==> src/design/dca_pkg.sv <==
package dca_pkg;
    // Register byte addresses (printed offsets not all multiples of four: index * 4)
    localparam logic [7:0] DEV_CFG_TWO_IDX = 8'h15;
    localparam logic [7:0] AUX_PIN_CFG_IDX = 8'h16;
    localparam logic [7:0] PIN_LEVEL_IDX = 8'h17;
    localparam logic [7:0] SIDEBAND_IDX = 8'h20;
    localparam logic [9:0] DEV_CFG_TWO_ADDR = {DEV_CFG_TWO_IDX, 2'b00};
    localparam logic [9:0] AUX_PIN_CFG_ADDR = {AUX_PIN_CFG_IDX, 2'b00};
    localparam logic [9:0] PIN_LEVEL_ADDR = {PIN_LEVEL_IDX, 2'b00};
    localparam logic [9:0] SIDEBAND_ADDR = {SIDEBAND_IDX, 2'b00};
    // Device config two fields
    localparam int RSV_LSB = 8;
    localparam int RSV_W = 4;
    localparam int CP_OFF_BIT = 6;
    localparam int FORCE_RST_BIT = 5;
    localparam int DC_TEST_BIT = 4;
    localparam int SER_TO_OFF_BIT = 2;
    localparam int ACQ_WD_OFF_BIT = 1;
    localparam int BAL_WD_OFF_BIT = 0;
    localparam logic [15:0] DEV_CFG_TWO_RESET = 16'h4000;
    localparam logic [15:0] DEV_CFG_TWO_MASK = 16'hEF77;
    // Aux pin config fields
    localparam int TWI_ON_BIT = 15;
    localparam int PIN_MODE_LSB = 8;
    localparam int PIN_DIR_LSB = 0;
    localparam logic [15:0] AUX_PIN_CFG_RESET = 16'h0F00;
    localparam logic [15:0] AUX_PIN_CFG_MASK = 16'h8F0F;
    // Sideband register: user alert control in bit 0
    localparam int USER_ALERT_BIT = 0;
    localparam logic [1:0] RESP_OKAY = 2'b00;
    localparam logic [1:0] RESP_SLVERR = 2'b10;
endpackage

==> src/design/dca_cfg_bank.sv <==
`timescale 1ns/1ps
// Function
// Reserved field bits 11:8 of config two store and return software's value.
// Charge-pump off bit disables the high-voltage charge pump; clear keeps it running.
// Force-reset bit enables internal pull-down on shutdown pin; defaults zero.
// Clearing force-reset before the reset happens releases the pull-down.
// Host should stop link traffic while a forced reset is pending.
// DC test on with host link selected drives alert pin low on alert.
// In DC test mode the user alert control forces the alert pin level.
// DC test mode works in every link port setup, differential included.
// With serial interface selected, DC test bit does not affect the pin.
// Serial timeout off bit stops serial monitor; ignored when host link selected.
// Acquisition watchdog off stops watchdog; leaves timeout flag untouched.
// Balancing watchdog off stops watchdog; leaves balancing flag untouched.
// Two-wire on makes pin 0 open-drain data, pin 1 open-drain clock.
// In two-wire mode other selections for pins 1 and 0 are ignored.
// Pin 1 and 0 mode bits still read back written values in two-wire mode.
// Pin mode bit: zero analog high-Z, one digital; field resets to all ones.
// Direction bit: zero input, one output; applies only in digital mode.
// A digital input pin enables its internal pull-down.
// A digital output pin keeps its input path active.
// Digital pins report sampled input level; non-digital pins read zero.
module dca_cfg_bank
    import dca_pkg::*;
#(
    parameter int PINS = 4
) (
    // Clock and reset
    input wire logic ref_clk,
    input wire logic rst_n,
    // AXI4-Lite write address
    input wire logic [9:0] s_axi_awaddr,
    input wire logic s_axi_awvalid,
    output logic s_axi_awready,
    // AXI4-Lite write data
    input wire logic [31:0] s_axi_wdata,
    input wire logic [3:0] s_axi_wstrb,
    input wire logic s_axi_wvalid,
    output logic s_axi_wready,
    // AXI4-Lite write response
    output logic [1:0] s_axi_bresp,
    output logic s_axi_bvalid,
    input wire logic s_axi_bready,
    // AXI4-Lite read address
    input wire logic [9:0] s_axi_araddr,
    input wire logic s_axi_arvalid,
    output logic s_axi_arready,
    // AXI4-Lite read data
    output logic [31:0] s_axi_rdata,
    output logic [1:0] s_axi_rresp,
    output logic s_axi_rvalid,
    input wire logic s_axi_rready,
    // Device context
    input wire logic host_link_select,
    input wire logic alert_present,
    input wire logic por_done,
    // Analog and watchdog controls
    output logic charge_pump_off,
    output logic shutdown_n_pin_pulldown,
    output logic serial_timeout_off,
    output logic acquisition_watchdog_off,
    output logic balancing_watchdog_off,
    // Alert pin override
    output logic alert_output_pin_o,
    output logic alert_output_pin_oe,
    // Aux pins
    input wire logic [PINS-1:0] aux_pin_i,
    output logic [PINS-1:0] aux_pin_o,
    output logic [PINS-1:0] aux_pin_oe,
    output logic [PINS-1:0] aux_pin_pulldown,
    output logic [PINS-1:0] aux_pin_input_on,
    output logic two_wire_master_on,
    // Two-wire master side
    input wire logic twi_data_drive_low,
    input wire logic twi_clock_drive_low,
    output logic twi_data_in,
    // GPIO output state from data register
    input wire logic [PINS-1:0] pin_drive_level
);

    // Field layout must leave room for every pin
    if (PINS != 4) begin : g_pins_chk
        $error("dca_cfg_bank supports exactly four aux pins");
    end
    if (PIN_DIR_LSB + PINS > PIN_MODE_LSB) begin : g_dir_chk
        $error("direction field overlaps pin mode field");
    end
    if (PIN_MODE_LSB + PINS > TWI_ON_BIT) begin : g_mode_chk
        $error("pin mode field overlaps two-wire enable");
    end

    logic [15:0] dev_cfg_two;
    logic [15:0] aux_pin_config;
    logic user_alert_control;
    logic [PINS-1:0] pin_sync1;
    logic [PINS-1:0] pin_sync2;
    logic [PINS-1:0] pin_input_level;
    logic [9:0] wr_addr;
    logic [31:0] wr_data;
    logic [3:0] wr_strb;
    logic have_aw;
    logic have_w;
    logic do_write;
    logic [15:0] next_dev_cfg_two;
    logic [15:0] next_aux_pin_config;
    logic [15:0] wr_mask;
    logic wr_hit;
    logic [31:0] rd_word;
    logic rd_hit;

    // Write channel: address and data accepted in either order
    // A pending response blocks the next write, one write at a time
    assign do_write = have_aw && have_w && !s_axi_bvalid;
    assign wr_mask = {{8{wr_strb[1]}}, {8{wr_strb[0]}}};

    always_ff @(posedge ref_clk or negedge rst_n) begin
        if (!rst_n) begin
            have_aw <= 1'b0;
            wr_addr <= 10'h000;
        end else if (s_axi_awvalid && s_axi_awready) begin
            have_aw <= 1'b1;
            wr_addr <= s_axi_awaddr;
        end else if (do_write) begin
            have_aw <= 1'b0;
        end
    end

    always_ff @(posedge ref_clk or negedge rst_n) begin
        if (!rst_n) begin
            have_w <= 1'b0;
            wr_data <= 32'h0000_0000;
            wr_strb <= 4'h0;
        end else if (s_axi_wvalid && s_axi_wready) begin
            have_w <= 1'b1;
            wr_data <= s_axi_wdata;
            wr_strb <= s_axi_wstrb;
        end else if (do_write) begin
            have_w <= 1'b0;
        end
    end

    always_ff @(posedge ref_clk or negedge rst_n) begin
        if (!rst_n) begin
            s_axi_awready <= 1'b0;
            s_axi_wready <= 1'b0;
        end else begin
            s_axi_awready <= !have_aw && !(s_axi_awvalid && s_axi_awready);
            s_axi_wready <= !have_w && !(s_axi_wvalid && s_axi_wready);
        end
    end

    always_comb begin
        wr_hit = 1'b1;
        next_dev_cfg_two = dev_cfg_two;
        next_aux_pin_config = aux_pin_config;
        unique case (wr_addr)
            DEV_CFG_TWO_ADDR: begin
                // Reserved field stored as written
                next_dev_cfg_two = (dev_cfg_two & ~wr_mask)
                    | (wr_data[15:0] & wr_mask & DEV_CFG_TWO_MASK);
            end
            AUX_PIN_CFG_ADDR: begin
                // Pin 1:0 bits kept even in two-wire mode for readback
                next_aux_pin_config = (aux_pin_config & ~wr_mask)
                    | (wr_data[15:0] & wr_mask & AUX_PIN_CFG_MASK);
            end
            SIDEBAND_ADDR, PIN_LEVEL_ADDR: begin
                wr_hit = (wr_addr == SIDEBAND_ADDR);
            end
            default: begin
                wr_hit = 1'b0;
            end
        endcase
    end

    always_ff @(posedge ref_clk or negedge rst_n) begin
        if (!rst_n) begin
            dev_cfg_two <= DEV_CFG_TWO_RESET;
        end else if (do_write) begin
            dev_cfg_two <= next_dev_cfg_two;
        end
    end

    always_ff @(posedge ref_clk or negedge rst_n) begin
        if (!rst_n) begin
            aux_pin_config <= AUX_PIN_CFG_RESET;
        end else if (do_write) begin
            aux_pin_config <= next_aux_pin_config;
        end
    end

    // Sideband word holds the user alert control, kept outside both registers
    always_ff @(posedge ref_clk or negedge rst_n) begin
        if (!rst_n) begin
            user_alert_control <= 1'b0;
        end else if (do_write && wr_addr == SIDEBAND_ADDR && wr_strb[0]) begin
            user_alert_control <= wr_data[USER_ALERT_BIT];
        end
    end

    always_ff @(posedge ref_clk or negedge rst_n) begin
        if (!rst_n) begin
            s_axi_bvalid <= 1'b0;
            s_axi_bresp <= RESP_OKAY;
        end else if (do_write) begin
            // Unmapped or read-only offsets answer with an error and change nothing
            s_axi_bvalid <= 1'b1;
            s_axi_bresp <= wr_hit ? RESP_OKAY : RESP_SLVERR;
        end else if (s_axi_bready) begin
            s_axi_bvalid <= 1'b0;
        end
    end

    // Read channel
    // Address decoded while arvalid stands, so no capture register is needed
    always_comb begin
        rd_hit = 1'b1;
        rd_word = 32'h0000_0000;
        unique case (s_axi_araddr)
            DEV_CFG_TWO_ADDR: rd_word[15:0] = dev_cfg_two;
            AUX_PIN_CFG_ADDR: rd_word[15:0] = aux_pin_config;
            PIN_LEVEL_ADDR: rd_word[PINS-1:0] = pin_input_level;
            SIDEBAND_ADDR: rd_word[USER_ALERT_BIT] = user_alert_control;
            default: rd_hit = 1'b0;
        endcase
    end

    always_ff @(posedge ref_clk or negedge rst_n) begin
        if (!rst_n) begin
            s_axi_arready <= 1'b0;
            s_axi_rvalid <= 1'b0;
            s_axi_rdata <= 32'h0000_0000;
            s_axi_rresp <= RESP_OKAY;
        end else if (s_axi_arvalid && s_axi_arready) begin
            s_axi_arready <= 1'b0;
            s_axi_rvalid <= 1'b1;
            s_axi_rdata <= rd_word;
            s_axi_rresp <= rd_hit ? RESP_OKAY : RESP_SLVERR;
        end else if (s_axi_rvalid) begin
            if (s_axi_rready) begin
                s_axi_rvalid <= 1'b0;
            end
        end else begin
            s_axi_arready <= 1'b1;
        end
    end

    // Control outputs
    always_ff @(posedge ref_clk or negedge rst_n) begin
        if (!rst_n) begin
            charge_pump_off <= 1'b0;
            serial_timeout_off <= 1'b0;
            acquisition_watchdog_off <= 1'b0;
            balancing_watchdog_off <= 1'b0;
            shutdown_n_pin_pulldown <= 1'b0;
        end else begin
            charge_pump_off <= dev_cfg_two[CP_OFF_BIT];
            // Host link selected masks the serial monitor control
            serial_timeout_off <= dev_cfg_two[SER_TO_OFF_BIT] && !host_link_select;
            // Watchdog stop only; their flags live elsewhere and are never cleared here
            acquisition_watchdog_off <= dev_cfg_two[ACQ_WD_OFF_BIT];
            balancing_watchdog_off <= dev_cfg_two[BAL_WD_OFF_BIT];
            // Follows the bit, so clearing it before reset lands drops the pull-down
            shutdown_n_pin_pulldown <= dev_cfg_two[FORCE_RST_BIT] && !por_done;
        end
    end

    // Alert DC test: independent of link port setup, so every setup is covered
    always_ff @(posedge ref_clk or negedge rst_n) begin
        if (!rst_n) begin
            alert_output_pin_o <= 1'b1;
            alert_output_pin_oe <= 1'b0;
        end else if (dev_cfg_two[DC_TEST_BIT] && host_link_select) begin
            alert_output_pin_oe <= 1'b1;
            alert_output_pin_o <= !(alert_present || user_alert_control);
        end else begin
            // Serial mode or DC test off: pin left to its normal owner
            alert_output_pin_oe <= 1'b0;
            alert_output_pin_o <= 1'b1;
        end
    end

    // Pin input synchronisers
    // Two flops: pins are asynchronous to the oscillator
    always_ff @(posedge ref_clk or negedge rst_n) begin
        if (!rst_n) begin
            pin_sync1 <= '0;
            pin_sync2 <= '0;
        end else begin
            pin_sync1 <= aux_pin_i;
            pin_sync2 <= pin_sync1;
        end
    end

    always_ff @(posedge ref_clk or negedge rst_n) begin
        if (!rst_n) begin
            two_wire_master_on <= 1'b0;
            twi_data_in <= 1'b1;
        end else begin
            two_wire_master_on <= aux_pin_config[TWI_ON_BIT];
            twi_data_in <= pin_sync2[0];
        end
    end

    genvar g;
    generate
        for (g = 0; g < PINS; g++) begin : g_pin
            logic digital;
            logic outdir;
            logic twi_pin;
            assign twi_pin = aux_pin_config[TWI_ON_BIT] && (g < 2);
            // Two-wire mode overrides pin config for pins 1:0
            assign digital = aux_pin_config[PIN_MODE_LSB + g] && !twi_pin;
            assign outdir = digital && aux_pin_config[PIN_DIR_LSB + g];

            always_ff @(posedge ref_clk or negedge rst_n) begin
                if (!rst_n) begin
                    aux_pin_o[g] <= 1'b0;
                    aux_pin_oe[g] <= 1'b0;
                    aux_pin_pulldown[g] <= 1'b0;
                    aux_pin_input_on[g] <= 1'b0;
                    pin_input_level[g] <= 1'b0;
                end else begin
                    if (twi_pin) begin
                        // Open-drain: drive low only
                        aux_pin_o[g] <= 1'b0;
                        aux_pin_oe[g] <= (g == 0) ? twi_data_drive_low
                                                  : twi_clock_drive_low;
                    end else begin
                        aux_pin_o[g] <= pin_drive_level[g];
                        aux_pin_oe[g] <= outdir;
                    end
                    aux_pin_pulldown[g] <= digital && !outdir;
                    // Input path stays on for outputs too
                    aux_pin_input_on[g] <= digital || twi_pin;
                    pin_input_level[g] <= digital && pin_sync2[g];
                end
            end
        end
    endgenerate

endmodule

==> config.mk <==
export PLATFORM = sky130hd
export DESIGN_NAME = dca_cfg_bank
export DESIGN_NICKNAME = d
export VERILOG_FILES = /design/src/design/dca_pkg.sv /design/src/design/dca_cfg_bank.sv
export SDC_FILE = /design/constraint.sdc
export NUM_CORES = 1
export LEC_CHECK = 0
export ABC_AREA = 1
export BUFFER_PORTS_ARGS = -buffer_cell sky130_fd_sc_hd__buf_2
export CELL_PAD_IN_SITES_DETAIL_PLACEMENT = 0
export CELL_PAD_IN_SITES_GLOBAL_PLACEMENT = 1
export CORE_ASPECT_RATIO = 0.6
export CORE_UTILIZATION = 30
export CTS_BUF_LIST = sky130_fd_sc_hd__clkbuf_16
export DETAILED_ROUTE_END_ITERATION = 10
export HOLD_SLACK_MARGIN = 0.02
export PLACE_DENSITY_LB_ADDON = 0.1
export SLEW_MARGIN = 20
export SYNTH_ARGS = -nofsm -noshare
export SYNTH_HDL_FRONTEND = slang
export SYNTH_SLANG_ARGS = --single-unit
==> constraint.sdc <==
create_clock -name ref_clk -period 1.7 [get_ports ref_clk]
set_clock_uncertainty 0.2 [all_clocks]
set_input_delay 0.255 -clock ref_clk [delete_from_list [all_inputs] [get_ports ref_clk]]
set_output_delay 0.255 -clock ref_clk [all_outputs]
set_load 0.05 [all_outputs]
== Word-level counts from Yosys, hierarchy flattened ==
Cells that the tools add are included.
Storage, ports and cells
  input port bits: 76
  output and inout bits: 66
  register bits: 125
  word-level logic and storage cells: 135
Operators by class
  bitwise operators: 6
  reductions and logical operators: 50
  eq/ne operators: 9
  multiplexer cells: 23
Operator list (number)
  equality test 10 x 7 -> 1 bit (second input constant): 6
  bitwise AND 16 bit: 3
  bitwise OR 16 bit: 2
  logical AND 1 bit: 26
  case mux 12 bit (2 select lines): 1
  equality test 10 x 8 -> 1 bit (second input constant): 2
  2-to-1 mux 1 bit: 17
  inverter 16 bit: 1
  logical NOT 1 bit: 13
  case mux 3 bit (3 select lines): 1
  nonzero test 2 bit: 3
  2-to-1 mux 2 bit: 2
  case mux 1 bit (4 select lines): 1
  AND reduction 2 bit: 2
  OR reduction 2 bit: 2
  OR reduction 4 bit: 1
  logical OR 1 bit: 3
  != test 2 x 1 -> 1 bit (second input constant): 1
  case mux 1 bit (2 select lines): 1

== Logic depth before layout (Yosys ltp) ==
  depth in word-level cells: 5
  mapped depth: 9
  mapped depth without buffers: 8

== Least setup slack after synthesis ==
OpenSTA, ideal clock, no wires.
  path kind: reg-to-reg
  start point: register s_axi_arready
  end point: register s_axi_rdata[10]
  slack: -9 ps
  data arrival time: 1382 ps
  stages on the path, launching flop included: 6
  clock period less this slack: 1709 ps
  buffers on the path: 2
  setup time: 126 ps
  data required time: 1374 ps
  cells stage by stage: dfrtp_1 -> nand2_1 -> inv_1 -> buf_2 -> buf_4 -> a31oi_1
On the way
  word-level cells in the longest chain between the ends: 1
RTL lines
  start, declared: RTL line dca_cfg_bank.sv:47  | output logic s_axi_arready,
  start signal, assigned: RTL line dca_cfg_bank.sv:230  | s_axi_arready <= 1'b0;
  start signal, assigned: RTL line dca_cfg_bank.sv:235  | s_axi_arready <= 1'b0;
  start signal, assigned: RTL line dca_cfg_bank.sv:244  | s_axi_arready <= 1'b1;
  logical AND 1 bit: RTL line dca_cfg_bank.sv:234  | end else if (s_axi_arvalid && s_axi_arready) begin
  end signal, assigned: RTL line dca_cfg_bank.sv:237  | s_axi_rdata <= rd_word;
  end, declared: RTL line dca_cfg_bank.sv:49  | output logic [31:0] s_axi_rdata,
No other way between the ends.
A chain may end at the register's enable or synchronous reset.

== Worst setup path after layout ==
  start point: register alert_output_pin_o
  end point: output alert_output_pin_o
RTL lines
  start, declared: RTL line dca_cfg_bank.sv:64  | output logic alert_output_pin_o,
  start signal, assigned: RTL line dca_cfg_bank.sv:275  | alert_output_pin_o <= !(alert_present || user_alert_control);
No word-level cell between the ends.

==> metrics.md <==
| Metric | Value |
|---|---|
| Worst setup path category | reg2out |
| Clock sinks | between 100 and 150 |
| Worst EP required | roughly 1200 ps |
| Util after Layout | a little over two fifths |
| Crit path cell chain | buf_2 |
| XOR/XNOR share of the synthesized area | 0% |
| Initial antenna violation count | 0 |
| CTS tree | built |
| Clock Pin Slew Worst Setup and Hold Paths | approximately 60 ps |
| VDD IR max | between 0.6 and 0.7 mV |
| Post-Synthesis Cell Area | 4830 sq um |
| DR iter-0 viols | 204 |
| Post-synthesis compound-gate area fraction | under 10% |
| Unrepaired setup endpoints after global routing | yes |
| Worst EP arrival | 1210 ps |
| WHS | ~34 ps |
| FMAX | ~600 MHz |
| Post-route ant nets | 0 |
| Busiest grt layer | met2 |
| ANT cells | 0 |
| Vias in the first global route | between 3000 and 4000 |
| Status | finished with violations |
| WP buf/inv | 1 |
| Post-Synth Adder-Cell Area | 0% |
| DP HPWL | between 8000 and 9000 microns |
| Num CTS Buffers | 17 |
| IO Count | ~140 |
| Synth Instances | 463 |
| DIE HEIGHT | 100 microns |
| Pre-antenna DRT Iters | 7 |
| Vias per cell | about 4.3 |
| Crit path max-delay cell type | dfstp_2 |
| Setup_tns | 0 ps |
| Critical Path Max Stage Delay | roughly 530 ps |
| Commonest non-fill, non-tap cell in the layout | dfrtp_1 |
| Met1 Track Usage GR | between 20% and 30% |
| Distinct cell type count after synthesis | 28 |
| GR Layer Usage met3 | around 4.9% |
| Post-route clock period utilization | 97.9% |
| Rows | 35 |
| H-tree levels | 4 |
| Mux contribution to synthesized area | under 10% |
| Die area | 16600 sq um |
| CTS Buffer Depth | 2 |
| Critical path launch point type | flip-flop |
| First-pass GRT wire length | 19700 microns |
| Post-route minimum period | 1660 ps |
| Register area share after synthesis | ~63% |
| Pins Over Slew Limit | 0 |
| PwrDens | between 1000 and 1500 nW/um^2 |
| Placed insts | around 770 |
| CTS root buf | clkbuf_16 |
| Final Instance Area | between 6000 and 7000 sq um |
| Warnings, synthesis | 0 |
| Vias | roughly 3600 |
| PortBufs | approximately 100 |
| Main combinational cell family by area after synthesis | simple AND/OR/NAND/NOR gates |
| # nets final | between 700 and 800 |
| Starting Density | a little under a third |
| Non-filler cells, final | ~850 |
| Final hold vios | 0 |
| Tot GR Track Use | around 16% |
| Layout cell share with drive strength beyond 1 | a little under a third |
| Synth-to-layout area growth | 38.0% |
| Fraction of the mapped netlist area in simple logic gates | a little under a fifth |
| Failing checks | DRC |
| DRC errors left | 11 |
| Syn avg cell area | about 10 sq um |
| Core ar. | around 16000 sq um |
| CP max FO | 1 |
| Final setup fails | 0 |
| Die span in x | 166 microns |
| Worst hold path class | in2async |
| Met2 Use GR | between 20% and 30% |
| Clock insertion delay at the later pin of the skew report | ~420 ps |
| Post-Route WL | ~12000 microns |
| Most frequent cells in the layout | dfrtp_1 (113), buf_2 (102), nand2_1 (75) |
| DP Area | between 5000 and 6000 sq um |
| Max-cap check violation count | 0 |
| Seq cells post-synth | approximately 120 |
| Pin count of the biggest net entering global routing | 47 |
| Pleak | between 3 and 4 nW |
| RePlAce Congestion | 0.716 |
| CP Capture Type | output port |
| GRT Residual Overflow | 0 |
| Routed wire per std cell | ~14 microns |
| Top delay family on crit path | flip-flops |
==> worst reg2reg max path: stages, from the launching register on <==
cell and delay (ps):
dfrtp_1 380, nor2_2 130, nand3b_1 150, nor3_4 260, nand2_1 100, buf_6 160
nand2_2 70, o21ai_2 50
==> power by group <==
part / internal (mW) / switching (mW) / leakage (nW)
Sequential: 3.47 / 0.333 / 1.52
Clock: 2.12 / 1.30 / 0.266
Combinational: 0.760 / 1.66 / 1.61
==> through the flow <==
stage	power (mW)	worst slack, ps
6_report	9.65	35.6
3_3_place_gp	6.17	69.1
2_1_floorplan	5.51	15.6
5_1_grt	10.2	-64.5
3_5_place_dp	6.21	59.1
4_1_cts	9.77	31.7
==> cells in the mapped netlist (all sizes together) <==
| master | instances | area (sq um) |
|---|---|---|
| a21oi | 13 | 65.1 |
| a31oi | 13 | 81.3 |
| buf | 30 | 234 |
| clkbuf | 3 | 15.0 |
| conb | 1 | 3.75 |
| dfrtp | 114 | 2850 |
| dfstp | 7 | 184 |
| inv | 47 | 176 |
| mux2 | 15 | 169 |
| nand2 | 81 | 312 |
| nand3 | 47 | 245 |
| nand3b | 1 | 7.51 |
| nand4 | 1 | 6.26 |
| nor2 | 62 | 273 |
| nor3 | 3 | 26.3 |
| o21ai | 23 | 164 |
| or2 | 2 | 12.5 |
==> logic make-up (layout without fill, tap and decap cells) <==
family | Yosys count | in the layout
buffers and inverters | 80 | 243
AOI/OAI and AO/OA | 49 | 49
muxes | 15 | 15
DFF | 121 | 121
and+or+nand+nor | 197 | 197
other | 1 | 18
==> metal layers <==
layer / vias to the layer above / wire (microns)
li1: 1795 / -
met1: 1740 / 6270
met2: 70 / 5100
met3: 2 / 442
met4: 0 / 37
met5: - / 0
==> final cells by class <==
cell class / instances / area, sq um
Inverter: 47 / 176
Sequential cell: 121 / 3040
Fill cell: 1500 / 8880
Tap cell: 203 / 254
Multi-Input combinational cell: 279 / 1450
Clock inverter: 15 / 136
Clock buffer: 17 / 425
Timing Repair Buffer: 164 / 1180
==> repair_timing <==
item | in CTS | in global routing
endpoints found under the setup margin | 0 | 32
hold buffers | 45 | 0
resized for setup | 0 | 9
buffers inserted | 0 | 1
hold endpoints to repair | 160 | 0
==> final timing paths <==
path                            depth (start not counted)  slack (ps)                    startpoint                          to
worst max-delay path                                    1          40  alert_output_pin_o$_DFF_PN1_          alert_output_pin_o
max in group asynchronous                               3         660                         rst_n  asynchronous set/reset pin
min in group ref_clk                                    4          40                 s_axi_arvalid      s_axi_rvalid$_DFF_PN0_
worst min register to register                          0         150        pin_sync1[0]$_DFF_PN0_      pin_sync2[0]$_DFF_PN0_
worst min-delay path                                    2          30                         rst_n      aux_pin_o[3]$_DFF_PN0_
worst max register to register                          7          60        wr_addr[0]$_DFFE_PN0P_                   flip-flop
No activity file was read; power rests on OpenSTA's default activity.
